`config.mk`:
```
export PLATFORM = sky130hd
export DESIGN_NAME = dms_sequencer
export DESIGN_NICKNAME = d
export VERILOG_FILES = /design/src/design/dms_pkg.sv /design/src/design/dms_sequencer.sv
export SDC_FILE = /design/constraint.sdc
export NUM_CORES = 1
export LEC_CHECK = 0
export BUFFER_PORTS_ARGS = -buffer_cell sky130_fd_sc_hd__buf_4
export CAP_MARGIN = 20
export CORE_MARGIN = 2
export CORE_UTILIZATION = 55
export CTS_CLUSTER_SIZE = 14
export DETAILED_ROUTE_END_ITERATION = 12
export PLACE_DENSITY = 0.78
export RECOVER_POWER = 25
export SLEW_MARGIN = 20
export SYNTH_ARGS = -nofsm -noshare
export SYNTH_HDL_FRONTEND = slang
export SYNTH_SLANG_ARGS = --single-unit
```
`constraint.sdc`:
```
create_clock -name core_clk_i -period 2.69 [get_ports core_clk_i]
set_input_delay 0.538 -clock core_clk_i [delete_from_list [all_inputs] [get_ports core_clk_i]]
set_output_delay 0.538 -clock core_clk_i [all_outputs]
set_load 0.05 [all_outputs]
```
`src/design/dms_pkg.sv`:
```
/*
 * Shared constants and carrier types for the drive mode sequencer.
 * Assumes a single 100 MHz core clock and an active-low async reset.
 */
package dms_pkg;

	// ------------------------------------------------------------
	// Parameter addresses
	// ------------------------------------------------------------
	localparam logic [15:0] ADDR_ACCEL   = 16'h0614;
	localparam logic [15:0] ADDR_DECEL   = 16'h0616;
	localparam logic [15:0] ADDR_CTRL    = 16'h1A00;
	localparam logic [15:0] ADDR_STATUS  = 16'h1A02;
	localparam logic [15:0] ADDR_MODE    = 16'h1A04;
	localparam logic [15:0] ADDR_JOG_REQ = 16'h1B12;
	localparam logic [15:0] ADDR_TGT_POS = 16'h1B1C;
	localparam logic [15:0] ADDR_POS_SPD = 16'h1B1E;
	localparam logic [15:0] ADDR_SPD_SRC = 16'h1B22;
	localparam logic [15:0] ADDR_SPD_SET = 16'h2108;

	// ------------------------------------------------------------
	// Field positions
	// ------------------------------------------------------------
	localparam int CW_NEW_SET  = 4;
	localparam int CW_IMMED    = 5;
	localparam int CW_REL      = 6;
	localparam int SW_REACHED  = 10;
	localparam int SW_MODE12   = 12;
	localparam int SW_ERR      = 13;
	localparam int SW_END      = 14;
	localparam int SW_REF      = 15;
	localparam int JOG_POS     = 0;
	localparam int JOG_NEG     = 1;
	localparam int JOG_FAST    = 2;

	// ------------------------------------------------------------
	// Reset values and limits
	// ------------------------------------------------------------
	localparam logic [2:0]  RST_JOG     = 3'h0;
	localparam logic [15:0] RST_CTRL    = 16'h0000;
	localparam logic [15:0] RST_MODE    = 16'h0000;
	localparam logic [15:0] RST_SPD_SRC = 16'h0000;
	localparam logic [15:0] RST_SPD_SET = 16'h0000;
	localparam logic [31:0] RST_TGT_POS = 32'h0000_0000;
	localparam logic [31:0] RST_POS_SPD = 32'h0000_003C;
	localparam logic [31:0] RST_ACCEL   = 32'h0000_0258;
	localparam logic [31:0] RST_DECEL   = 32'h0000_02EE;
	localparam logic [15:0] SRC_NONE    = 16'h0000;
	localparam logic [15:0] SRC_PARAM   = 16'h0002;
	localparam logic signed [16:0] SPD_LIMIT = 17'sh07530;

	// ------------------------------------------------------------
	// Mode codes and types
	// ------------------------------------------------------------
	localparam logic [15:0] MODE_PP    = 16'h0001;
	localparam logic [15:0] MODE_JOG   = 16'hFFFF;
	localparam logic [15:0] MODE_SPEED = 16'hFFFD;

	typedef enum logic [3:0] {
		ST_IDLE  = 4'h1,
		ST_JOG   = 4'h2,
		ST_SPEED = 4'h4,
		ST_PP    = 4'h8
	} dms_state_t;

	typedef struct packed {
		logic [31:0] target;
		logic [31:0] speed;
		logic [31:0] accel;
		logic [31:0] decel;
		logic        relative;
	} dms_pos_set_t;

	typedef struct packed {
		logic standstill;
		logic reached;
		logic halt;
		logic err;
		logic ref_ok;
	} dms_motion_fb_t;

endpackage : dms_pkg

```
`src/design/dms_sequencer.sv`:
```
/*
 * Drive mode sequencer: parameter file, jog, speed control, profile
 * positioning setpoint handshake and status word.
 * Assumes a motion core that reports standstill, target reached, halt,
 * error and reference state on the core clock, and jog pins that are
 * asynchronous to it.
 */
module dms_sequencer
	import dms_pkg::*;
(
	// Clock and reset
	input  wire logic                core_clk_i,
	input  wire logic                rst_b_i,
	// Parameter access
	input  wire logic                par_wr_i,
	input  wire logic                par_rd_i,
	input  wire logic [15:0]         par_addr_i,
	input  wire logic [31:0]         par_wdata_i,
	output logic      [31:0]         par_rdata_o,
	// Jog digital inputs
	input  wire logic                jog_src_io_i,
	input  wire logic                jog_pos_pin_i,
	input  wire logic                jog_neg_pin_i,
	input  wire logic                jog_fast_pin_i,
	// Motion core feedback
	input  wire dms_motion_fb_t      fb_i,
	input  wire logic [15:0]         max_speed_i,
	// Motion commands and status
	output logic      [15:0]         status_word_o,
	output logic                     jog_run_o,
	output logic                     jog_neg_o,
	output logic                     jog_fast_o,
	output logic                     speed_active_o,
	output logic signed [15:0]       speed_ref_o,
	output logic                     pos_load_o,
	output dms_pos_set_t             pos_set_o
);

	// ------------------------------------------------------------
	// Parameter file
	// ------------------------------------------------------------
	logic [2:0]         jog_q, jog_d;
	logic [15:0]        ctrl_q, ctrl_d, mode_q, mode_d;
	logic [15:0]        src_q, src_d;
	logic signed [15:0] sset_q, sset_d;
	logic [31:0]        tgt_q, tgt_d, pspd_q, pspd_d;
	logic [31:0]        acc_q, acc_d, dec_q, dec_d, rdata_q, rdata_d;
	logic               src_wr;
	logic signed [15:0] wr_s16;

	assign src_wr = par_wr_i && (par_addr_i == ADDR_SPD_SRC);
	assign wr_s16 = signed'(par_wdata_i[15:0]);

	always_comb begin
		jog_d   = jog_q;
		ctrl_d  = ctrl_q;
		mode_d  = mode_q;
		src_d   = src_q;
		sset_d  = sset_q;
		tgt_d   = tgt_q;
		pspd_d  = pspd_q;
		acc_d   = acc_q;
		dec_d   = dec_q;
		rdata_d = rdata_q;
		if (par_wr_i) begin
			case (par_addr_i)
				ADDR_JOG_REQ: jog_d  = par_wdata_i[2:0];
				ADDR_CTRL:    ctrl_d = par_wdata_i[15:0];
				ADDR_MODE:    mode_d = par_wdata_i[15:0];
				ADDR_TGT_POS: tgt_d  = par_wdata_i;
				ADDR_POS_SPD: pspd_d = par_wdata_i;
				ADDR_ACCEL:   acc_d  = par_wdata_i;
				ADDR_DECEL:   dec_d  = par_wdata_i;
				ADDR_SPD_SRC: begin
					if (par_wdata_i[15:0] == SRC_NONE ||
					    par_wdata_i[15:0] == SRC_PARAM) begin
						src_d = par_wdata_i[15:0];
					end
				end
				ADDR_SPD_SET: begin
					if (wr_s16 <= signed'(SPD_LIMIT[15:0]) &&
					    wr_s16 >= -signed'(SPD_LIMIT[15:0])) begin
						sset_d = wr_s16;
					end
				end
				default: ;
			endcase
		end
		if (par_rd_i) begin
			case (par_addr_i)
				ADDR_JOG_REQ: rdata_d = {29'h0, jog_q};
				ADDR_CTRL:    rdata_d = {16'h0, ctrl_q};
				ADDR_STATUS:  rdata_d = {16'h0, status_word_o};
				ADDR_MODE:    rdata_d = {16'h0, mode_q};
				ADDR_TGT_POS: rdata_d = tgt_q;
				ADDR_POS_SPD: rdata_d = pspd_q;
				ADDR_ACCEL:   rdata_d = acc_q;
				ADDR_DECEL:   rdata_d = dec_q;
				ADDR_SPD_SRC: rdata_d = {16'h0, src_q};
				ADDR_SPD_SET: rdata_d = {16'h0, sset_q};
				default:      rdata_d = 32'h0000_0000;
			endcase
		end
	end

	always_ff @(posedge core_clk_i or negedge rst_b_i) begin
		if (!rst_b_i) begin
			jog_q   <= RST_JOG;
			ctrl_q  <= RST_CTRL;
			mode_q  <= RST_MODE;
			src_q   <= RST_SPD_SRC;
			sset_q  <= RST_SPD_SET;
			tgt_q   <= RST_TGT_POS;
			pspd_q  <= RST_POS_SPD;
			acc_q   <= RST_ACCEL;
			dec_q   <= RST_DECEL;
			rdata_q <= 32'h0000_0000;
		end else begin
			jog_q   <= jog_d;
			ctrl_q  <= ctrl_d;
			mode_q  <= mode_d;
			src_q   <= src_d;
			sset_q  <= sset_d;
			tgt_q   <= tgt_d;
			pspd_q  <= pspd_d;
			acc_q   <= acc_d;
			dec_q   <= dec_d;
			rdata_q <= rdata_d;
		end
	end

	assign par_rdata_o = rdata_q;

	// ------------------------------------------------------------
	// Jog pin synchroniser
	// ------------------------------------------------------------
	// Three stages; a level is taken only once stages two and three
	// agree, which also rejects single-cycle glitches.
	logic [2:0] s1_q, s2_q, s3_q, pin_q, pin_d;

	always_comb begin
		pin_d = (s2_q & s3_q) | (pin_q & (s2_q | s3_q));
	end

	always_ff @(posedge core_clk_i or negedge rst_b_i) begin
		if (!rst_b_i) begin
			s1_q  <= 3'h0;
			s2_q  <= 3'h0;
			s3_q  <= 3'h0;
			pin_q <= 3'h0;
		end else begin
			s1_q  <= {jog_fast_pin_i, jog_neg_pin_i, jog_pos_pin_i};
			s2_q  <= s1_q;
			s3_q  <= s2_q;
			pin_q <= pin_d;
		end
	end

	// ------------------------------------------------------------
	// Mode sequencing
	// ------------------------------------------------------------
	dms_state_t         st_q, st_d;
	dms_pos_set_t       cur_set, pend_q, pend_d, set_q, set_d;
	logic               bit4_q, vld_q, vld_d, move_q, move_d;
	logic               reach_q, reach_d, ack_q, ack_d, xend_q, xend_d;
	logic               spd_run_q, spd_run_d, err_q, ref_q;
	logic               jrun_q, jrun_d, jneg_q, jneg_d, jfast_q, jfast_d;
	logic               sact_q, sact_d, load_q, load_d;
	logic signed [15:0] sref_q, sref_d;
	logic [2:0]         jreq;
	logic               stop, pp_edge, done;
	logic signed [16:0] lim, val;

	assign jreq    = jog_src_io_i ? pin_q : jog_q;
	assign stop    = fb_i.halt | fb_i.err;
	assign pp_edge = (st_q == ST_PP) && ctrl_q[CW_NEW_SET] && !bit4_q;
	assign cur_set = {tgt_q, pspd_q, acc_q, dec_q, ctrl_q[CW_REL]};
	// The cycle after a load is skipped so a stale reached flag from
	// the previous target cannot end the new move.
	assign done    = move_q && !load_q && fb_i.standstill &&
	                 (fb_i.reached || stop);

	always_comb begin
		case (mode_q)
			MODE_JOG:   st_d = ST_JOG;
			MODE_SPEED: st_d = ST_SPEED;
			MODE_PP:    st_d = ST_PP;
			default:    st_d = ST_IDLE;
		endcase
		pend_d  = pend_q;
		set_d   = set_q;
		vld_d   = vld_q;
		move_d  = move_q;
		reach_d = reach_q;
		ack_d   = ack_q;
		load_d  = 1'b0;
		// Jog: exactly one direction, no interrupt
		jrun_d  = (st_q == ST_JOG) && !stop &&
		          (jreq[JOG_POS] ^ jreq[JOG_NEG]);
		jneg_d  = jreq[JOG_NEG];
		jfast_d = jreq[JOG_FAST];
		// Speed control: the loop shapes transitions, no ramp here
		spd_run_d = spd_run_q;
		if (st_q != ST_SPEED || fb_i.err) begin
			spd_run_d = 1'b0;
		end else if (src_wr) begin
			spd_run_d = (par_wdata_i[15:0] == SRC_PARAM);
		end
		sact_d = spd_run_q && !stop;
		lim = (max_speed_i > SPD_LIMIT[15:0]) ?
		      SPD_LIMIT : signed'({1'b0, max_speed_i});
		val = {sset_q[15], sset_q};
		if (val > lim) begin
			val = lim;
		end else if (val < -lim) begin
			val = -lim;
		end
		sref_d = sact_d ? val[15:0] : 16'sh0000;
		// Profile positioning
		if (done) begin
			if (fb_i.reached && !stop && vld_q) begin
				set_d  = pend_q;
				vld_d  = 1'b0;
				load_d = 1'b1;
			end else begin
				move_d  = 1'b0;
				reach_d = fb_i.reached && !stop;
			end
		end
		if (pp_edge) begin
			ack_d = 1'b1;
			if (ctrl_q[CW_IMMED] || !move_d) begin
				set_d   = cur_set;
				load_d  = 1'b1;
				move_d  = 1'b1;
				reach_d = 1'b0;
				vld_d   = 1'b0;
			end else begin
				pend_d = cur_set;
				vld_d  = 1'b1;
			end
		end else if (!ctrl_q[CW_NEW_SET]) begin
			ack_d = 1'b0;
		end
		if (st_q != ST_PP) begin
			vld_d   = 1'b0;
			move_d  = 1'b0;
			reach_d = 1'b0;
			ack_d   = 1'b0;
			load_d  = 1'b0;
		end
		case (st_q)
			ST_JOG:   xend_d = !jrun_d && fb_i.standstill;
			ST_SPEED: xend_d = !sact_d && fb_i.standstill;
			ST_PP:    xend_d = !move_d;
			default:  xend_d = fb_i.standstill;
		endcase
	end

	always_ff @(posedge core_clk_i or negedge rst_b_i) begin
		if (!rst_b_i) begin
			st_q      <= ST_IDLE;
			pend_q    <= '0;
			set_q     <= '0;
			bit4_q    <= 1'b0;
			vld_q     <= 1'b0;
			move_q    <= 1'b0;
			reach_q   <= 1'b0;
			ack_q     <= 1'b0;
			xend_q    <= 1'b0;
			spd_run_q <= 1'b0;
			err_q     <= 1'b0;
			ref_q     <= 1'b0;
			jrun_q    <= 1'b0;
			jneg_q    <= 1'b0;
			jfast_q   <= 1'b0;
			sact_q    <= 1'b0;
			sref_q    <= 16'sh0000;
			load_q    <= 1'b0;
		end else begin
			st_q      <= st_d;
			pend_q    <= pend_d;
			set_q     <= set_d;
			bit4_q    <= ctrl_q[CW_NEW_SET];
			vld_q     <= vld_d;
			move_q    <= move_d;
			reach_q   <= reach_d;
			ack_q     <= ack_d;
			xend_q    <= xend_d;
			spd_run_q <= spd_run_d;
			err_q     <= fb_i.err;
			ref_q     <= fb_i.ref_ok;
			jrun_q    <= jrun_d;
			jneg_q    <= jneg_d;
			jfast_q   <= jfast_d;
			sact_q    <= sact_d;
			sref_q    <= sref_d;
			load_q    <= load_d;
		end
	end

	// ------------------------------------------------------------
	// Outputs
	// ------------------------------------------------------------
	assign status_word_o = {ref_q, xend_q, err_q, ack_q, 1'b0, reach_q,
	                        10'h000};
	assign jog_run_o      = jrun_q;
	assign jog_neg_o      = jneg_q;
	assign jog_fast_o     = jfast_q;
	assign speed_active_o = sact_q;
	assign speed_ref_o    = sref_q;
	assign pos_load_o     = load_q;
	assign pos_set_o      = set_q;

	// ------------------------------------------------------------
	// Assertions
	// ------------------------------------------------------------
	AST_JOG_BOTH: assert property (@(posedge core_clk_i)
		disable iff (!rst_b_i) jreq[JOG_POS] && jreq[JOG_NEG] |=> !jog_run_o)
		else $error("jog runs with both directions requested");
	AST_SPD_CLAMP: assert property (@(posedge core_clk_i)
		disable iff (!rst_b_i) speed_active_o |->
		speed_ref_o <= signed'(SPD_LIMIT[15:0]) &&
		speed_ref_o >= -signed'(SPD_LIMIT[15:0]) &&
		signed'({speed_ref_o[15], speed_ref_o}) <=
		signed'({1'b0, $past(max_speed_i)}) &&
		signed'({speed_ref_o[15], speed_ref_o}) >=
		-signed'({1'b0, $past(max_speed_i)}))
		else $error("speed reference outside the clamp limits");
	AST_SRC_LEGAL: assert property (@(posedge core_clk_i)
		disable iff (!rst_b_i) src_q == SRC_NONE || src_q == SRC_PARAM)
		else $error("illegal reference source value held");
	AST_ACK_EDGE: assert property (@(posedge core_clk_i)
		disable iff (!rst_b_i) pp_edge |=> status_word_o[SW_MODE12])
		else $error("setpoint acknowledge missing after edge");
	AST_LEVEL_ONLY: assert property (@(posedge core_clk_i)
		disable iff (!rst_b_i) !pp_edge && !(done && vld_q) |=> !pos_load_o)
		else $error("move loaded without a rising edge");
	AST_IMMED: assert property (@(posedge core_clk_i)
		disable iff (!rst_b_i) pp_edge && ctrl_q[CW_IMMED] |=>
		pos_load_o && pos_set_o == $past(cur_set))
		else $error("immediate set not applied");
	AST_HALT_NO_REACH: assert property (@(posedge core_clk_i)
		disable iff (!rst_b_i) st_q == ST_PP && done && stop && !pp_edge |=>
		!status_word_o[SW_REACHED] && status_word_o[SW_END])
		else $error("target reached shown after halt or error");
	AST_ERR_BIT: assert property (@(posedge core_clk_i)
		disable iff (!rst_b_i) fb_i.err |=> status_word_o[SW_ERR])
		else $error("error bit not shown");
	AST_REF_BIT: assert property (@(posedge core_clk_i)
		disable iff (!rst_b_i) fb_i.ref_ok |=> status_word_o[SW_REF])
		else $error("reference bit not shown");
	AST_JOG_BITS: assert property (@(posedge core_clk_i)
		disable iff (!rst_b_i) st_q == ST_JOG ##1 st_q == ST_JOG |->
		!status_word_o[SW_REACHED] && !status_word_o[SW_MODE12])
		else $error("bits 10 or 12 set in jog mode");

endmodule : dms_sequencer

```
# Yosys cells after proc, flatten, opt, wreduce, memory -nomap -nowiden
# Index checks and enable logic that the tools add are counted.
[classes] n_lt_le_gt_ge=5 div=0 eq_ne=20 n_bitwise=7 n_shift=0 add_sub_neg=1 n_mux=37 n_reduce_logical=40 mul=0
[ops] op="two-way mux 129 bit" n=4
[ops] op="one-hot mux 32 bit (10 select lines)" n=1
[ops] op="== test 16 x 13 -> 1 bit, second input constant" n=7
[ops] op="two-way mux 16 bit" n=4
[ops] op="== test 16 x 11 -> 1 bit, second input constant" n=2
[ops] op="== test 16 bit, second input constant" n=2
[ops] op="two-way mux 1 bit" n=25
[ops] op="AND reduction 2 bit" n=9
[ops] op="greater-than comparator 16 x 17 -> 1 bit" n=1
[ops] op="less-than comparator 16 x 17 -> 1 bit" n=1
[ops] op="negation 16 -> 17 bit" n=1
[ops] op="== test 16 x 1 -> 1 bit, second input constant" n=1
[ops] op="== test 16 x 14 -> 1 bit, second input constant" n=1
[ops] op="== test 16 x 2 -> 1 bit, second input constant" n=1
[ops] op=">= comparator 16 bit, second input constant" n=1
[ops] op="greater-than comparator 16 x 15 -> 1 bit, second input constant" n=1
[ops] op="less-or-equal comparator 16 bit, second input constant" n=1
[ops] op="logical NOT 16 bit" n=1
[ops] op="logical AND 1 bit" n=14
[ops] op="one-hot mux 4 bit (3 select lines)" n=1
[ops] op="logical NOT 1 bit" n=7
[ops] op="bitwise AND 3 bit" n=2
[ops] op="OR 3 bit" n=2
[ops] op="AND reduction 3 bit" n=2
[ops] op="other kinds (14)" n=18
[totals] in_bits=77 latch_bits=0 rom_bits=0 elab_cells=150 register_bits=531 output_inout_bits=198 n_memories=0 mem_bits_rw=0

# Depth between registers and ports, before layout
[logic_depth] depth_word=13 depth_mapped=22 depth_no_buf=19

# Worst setup path after synthesis
# OpenSTA, ideal clock, no wires.
[synth_timing] kind="in2reg" start="input port max_speed_i[8]" end="register sref_q[11] (netlist: speed_ref_o[11])" required_time_ps=2569 setup_ps=121 setup_slack_ps=-2351 t_arrival_ps=4919 stages=21 path_buffers=3 path_cell_list="clkbuf_1 > o21a_1 > o21ai_0 > a21boi_1 > nor2_2 > clkbuf_1 > nand2_1 > ha_1 > nor3b_1 > and3_1 > nand3_1 > or2_2 > and2_1 > ha_1 > a21o_1 > a211oi_1 > nand4b_1 > o31ai_2 > clkbuf_1 > a21oi_1 > a32o_1"
[synth_between] elab_chain_cells=7 word_cells_on_any_way=8 cone_classes="add/sub: 1; order compare: 3; mux: 4"
[synth_lines] element="from (decl)" line_no="dms_sequencer.sv:27" source="input wire logic [15:0] max_speed_i,"
[synth_lines] element="greater-than comparator 16 x 15 -> 1 bit" line_no="dms_sequencer.sv:210" source="lim = (max_speed_i > SPD_LIMIT[15:0]) ?"
[synth_lines] element="two-way mux 16 bit (*)" line_no="dms_sequencer.sv:210"
[synth_lines] element="negation 16 -> 17 bit" line_no="dms_sequencer.sv:216" source="val = -lim;"
[synth_lines] element="less-than comparator 16 x 17 -> 1 bit" line_no="dms_sequencer.sv:215" source="end else if (val < -lim) begin"
[synth_lines] element="two-way mux 16 bit" line_no="dms_sequencer.sv:215"
[synth_lines] element="two-way mux 16 bit (*)" line_no="dms_sequencer.sv:213" source="if (val > lim) begin"
[synth_lines] element="two-way mux 16 bit (*)" line_no="dms_sequencer.sv:218" source="sref_d = sact_d ? val[15:0] : 16'sh0000;"
[synth_lines] element="net sref_d[11]" line_no="dms_sequencer.sv:169" source="logic signed [15:0] sref_q, sref_d;"
[synth_lines] element="to (signal assigned)" line_no="dms_sequencer.sv:297" source="sref_q <= sref_d;"
[synth_lines] element="to (decl)" line_no="dms_sequencer.sv:169"
# Mark *: on every way through the listed nets, which the timed path passes. The rest lies on a longest branch.
# A chain may end at the register's enable or synchronous reset.

# Worst setup path after layout
[layout_timing] start="input port max_speed_i[3]" end="register sref_q[12] (netlist: speed_ref_o[12])"
# The elaborated chain is that of the path after synthesis.

==> metrics list <==
- The total overflow left after global routing is 0.
- Post-synth ARST share: 1.000
* Leading cell type in the layout, fill and taps excluded: sky130_fd_sc_hd__dfrtp_1
- Setup violations remaining at the end of the flow were counted as 168.
- Iter 0 DRT Violations: between 1,000 and 1,500
- After layout, the minimum clock period comes to 3.885 ns.
- Wire length of the first global-routing pass: 103,700 um
* Post-layout net count: 2,371
- Worst slew slack as a fraction of its limit: -0.4330
- In this run, synthesis inferred 0 flip-flops with an integrated enable.
- Detailed Route WL: 66,790 um
* Die boundary width: around 210 um
- After synthesis, the cell types taking the most area are sky130_fd_sc_hd__dfrtp_1 (54%), sky130_fd_sc_hd__mux2_2 (14%), sky130_fd_sc_hd__mux2i_1 (5.8%).
* Sort of element at the end of the critical path: register
* Share of power burned in registers: 0.484
- Required time at the worst-slack endpoint: approximately 3.2 ns
- Clock transition at the registers of the reported paths: 0.07 ns
- Clock latency reported for the late side of the worst-skew pair: 0.60 ns
* Placement row count: 75
- The flow ran to the end, but the final reports show violations.
* CORE AREA: 42,230 um2
- Of the synthesized area, sequential elements account for 0.5624.
- The repair_antennas step left the layout with diodes totalling 0.
- Buffer depth of the longest clock path: 3
- For this design the ratio of total power to cell area is 569.4 nW/um2.
* Core Util, Final: 0.6940
* Number of sinks driven by the clock tree: approximately 530
- Power Internal: roughly 0.013 W
- Pre-antenna DRT Iters: 5
- Pin count of the biggest net entering global routing: 129
* Cell type with the highest aggregate area in the netlist: sky130_fd_sc_hd__dfrtp_1
- Final Hold Violating Endpoints: 0
- Post-synthesis instance area: 23,660 um2
- For this design the total switching power over the nets is 0.003766 W.
- Sw Share: 0.2257
- Boundary Pins: 275
- In the routed design, unresolved DRC markers number 0.
- In the finished design, the share of the clock period the worst path needs comes to 1.444.
- In this run, synthesis produced a sequential element count of 531.
- Post-route antenna net violation count: 0
- Number of maximum-capacitance constraint violations: 1
* Type of the setup path with the least slack: input pin to register
* Logic pwr share: 0.054
* Area share of the largest cell type after synthesis: 0.5446
* Vias in the first global route: between 15,000 and 20,000
- Die Ht: 211.4 um
- Share of layout cells above drive strength 1: 0.3951
- Once routing completed, OpenROAD measured the worst setup slack at -1.195 ns.
* Syn_area_per_cell: 12.47 um2
* Hpwl dp: 44,700 um
- Across every metal layer, demand over resource in global routing totals 0.3027.
- Along the worst path, the maximum fanout reaches 5.
* Routed via count: between 15,000 and 20,000
* Maximum vdd drop: 0.0004579 V
- For the pin with the worst max-slew slack, the measured transition is 2.150 ns.
- Wire length per cell: 23.50 um
- Clock group share of total power: 0.462
- Pins over their slew limit: 76
- The final reports fail on max-capacitance violations, max-slew violations, negative setup slack.
- Number of buffer cells added on primary ports: roughly 260
- Using the TritonRoute via totals, the vias-per-cell ratio works out to slightly above 6.
- Clock tree from TritonCTS: yes
- Starting density of the core: 0.5604
* Number of distinct library cells after synthesis: 82
- Gate count of the mapped netlist: between 1,500 and 2,000
- The H-tree was split into 2 levels.
* Gpl congestion: ~0.87
* Hold Slack: approximately 0.063 ns
- The die covers between 40,000 and 50,000 um2.
- Number of antenna violations at the first check in global routing: 0
* Clock tree root driver cell: sky130_fd_sc_hd__clkbuf_16
- Class of the most critical hold timing path: input pin to register
* Category of the worst setup path launch point: input pin
- The top cell types in the final layout, fill and taps aside, are sky130_fd_sc_hd__dfrtp_1 (515), sky130_fd_sc_hd__buf_4 (385), sky130_fd_sc_hd__mux2_2 (292).
* Worst clock skew on the final layout: approximately 0.023 ns
- Unrepaired setup endpoints after global routing: true
* Synthesis-to-finish area growth: 23.85%
- Maximum clock rate: 257.4 MHz
* Worst path arrival time: approximately 4.4 ns
- Reported leakage power: 15.15 nW
- The most used flip-flop cell after synthesis is sky130_fd_sc_hd__dfrtp_1.
- Counting the buffers created by CTS gives 53.
- For this run, the number of Yosys warnings is 0.
[kinds of logic after synthesis]
logic type,share of synthesized area
compound gates,0.09692
simple gates,0.07509
other cells,0.0003174
buf+inv,0.03167
xor+xnor,0.002961
flops,0.5624
fa+ha+maj,0.01872
mux,0.2119
[metal layers]
metal  part of all wire  GRT usage  routed length (um)
met4              0.041     0.1316                2755
met2               0.48     0.4910               32030
met3              0.064    0.04658                4301
met5                  0          0                   0
met1               0.41     0.4077               27700
[layout make-up]
| class | count | area [um2] |
|---|---|---|
| clock inverter | 20 | 242.7 |
| clock buffer | 77 | 1598 |
| sequential | 531 | 13310 |
| fill | 2893 | 12920 |
| tap | 539 | 674.4 |
| multi-input combinational | 1227 | 9907 |
| timing repair buffer | 432 | 3516 |
| inverter | 16 | 60.06 |
[cell usage after synthesis, drive strengths merged, types with 4 or more instances]
library cell / n
inv: 15
nand3: 17
dfstp: 16
a221o: 8
o21ai: 144
a22oi: 65
mux2i: 138
clkbuf: 58
dfrtp: 515
nand4: 13
a221oi: 14
or4: 8
o31ai: 6
a222oi: 5
a211oi: 5
xnor2: 4
a31oi: 32
nor4: 19
nor3: 16
buf: 76
a21o: 11
nor2: 68
and3: 9
and2: 5
nand2: 164
xor2: 4
nor2b: 20
or2: 4
mux2: 316
a32o: 4
a21oi: 31
o21a: 5
nor4b: 4
ha: 33
[power groups by stage]
| stage | logic (W) | clock network, W | registers (W) |
|---|---|---|---|
| floorplan | 0.000261 | 0 | 0.00831 |
| global placement | 0.000886 | 0 | 0.00821 |
| detailed placement | 0.000902 | 0 | 0.00822 |
| CTS | 0.000915 | 0.00780 | 0.00807 |
| global route | 0.000974 | 0.00816 | 0.00807 |
| finish | 0.000902 | 0.00771 | 0.00807 |
[sequential cells by signal, indices dropped and copies added, names as in the netlist, 3 cells and up]
signal       flops
pend_q         129
pos_set_o      129
acc_q           32
dec_q           32
par_rdata_o     32
pspd_q          32
tgt_q           32
ctrl_q          16
mode_q          16
speed_ref_o     16
src_q           16
sset_q          16
st_q             4
jog_q            3
pin_q            3
s1_q             3
s2_q             3
s3_q             3
[path summary, 6_finish.rpt]
check / start / end / slack, ns / depth (start not counted)
worst max register to register: sset_q[11]$_DFFE_PN0P_ / speed_ref_o[12]$_DFF_PN0_ / -0.04 / 9
max in group asynchronous: rst_b_i / sset_q[10]$_DFFE_PN0P_ / -0.32 / 3
worst max-delay path: max_speed_i[3] / speed_ref_o[12]$_DFF_PN0_ / -1.19 / 21
min in group asynchronous: rst_b_i / pos_set_o[49]$_DFF_PN0_ / 1.13 / 2
worst min-delay path: jog_neg_pin_i / s1_q[1]$_DFF_PN0_ / 0.06 / 1
worst min register to register: s1_q[0]$_DFF_PN0_ / s2_q[0]$_DFF_PN0_ / 0.34 / 0
[timing repair]
action | CTS | global route
gates resized for setup | 16 | 27
hold endpoints to repair | 27 | 0
setup buffers | 8 | 6
endpoints found under the setup margin | 16 | 16
hold buffers | 1 | 0
pin swaps | 12 | 23
gates cloned | 2 | 1
[worst max-delay path, cell delays in order]
cell	delay [ns]
sky130_fd_sc_hd__buf_6	0.09
sky130_fd_sc_hd__or4_4	0.54
sky130_fd_sc_hd__a21oi_2	0.16
sky130_fd_sc_hd__a21boi_2	0.09
sky130_fd_sc_hd__nor2_4	0.17
sky130_fd_sc_hd__nand2_2	0.09
sky130_fd_sc_hd__ha_4	0.16
sky130_fd_sc_hd__nor3b_4	0.15
sky130_fd_sc_hd__and3_4	0.18
sky130_fd_sc_hd__nand3_4	0.08
sky130_fd_sc_hd__nand2_2	0.06
sky130_fd_sc_hd__and2_4	0.18
sky130_fd_sc_hd__ha_4	0.23
sky130_fd_sc_hd__a21o_1	0.19
sky130_fd_sc_hd__a211oi_2	0.24
sky130_fd_sc_hd__nand4b_1	0.18
sky130_fd_sc_hd__o31ai_4	0.39
sky130_fd_sc_hd__buf_6	0.20
sky130_fd_sc_hd__mux2i_2	0.21
sky130_fd_sc_hd__o22a_1	0.17
sky130_fd_sc_hd__nor2_1	0.05
[through the flow]
step                setup slack [ns]  TNS, ns  std cells  instance area, um2  total power [W]
floorplan                     -1.681   -25.64       1908               23830         0.008567
global placement              -1.701   -29.66       2729               27300         0.009100
detailed placement            -1.839   -32.28       2729               27300         0.009118
CTS                           -1.087   -16.61       2837               29320          0.01679
global route                  -1.343  -124.80       2842               29310          0.01720
finish                        -1.195   -48.83       2842               29310          0.01669
Note: power is estimated with default switching activity, not from simulation.
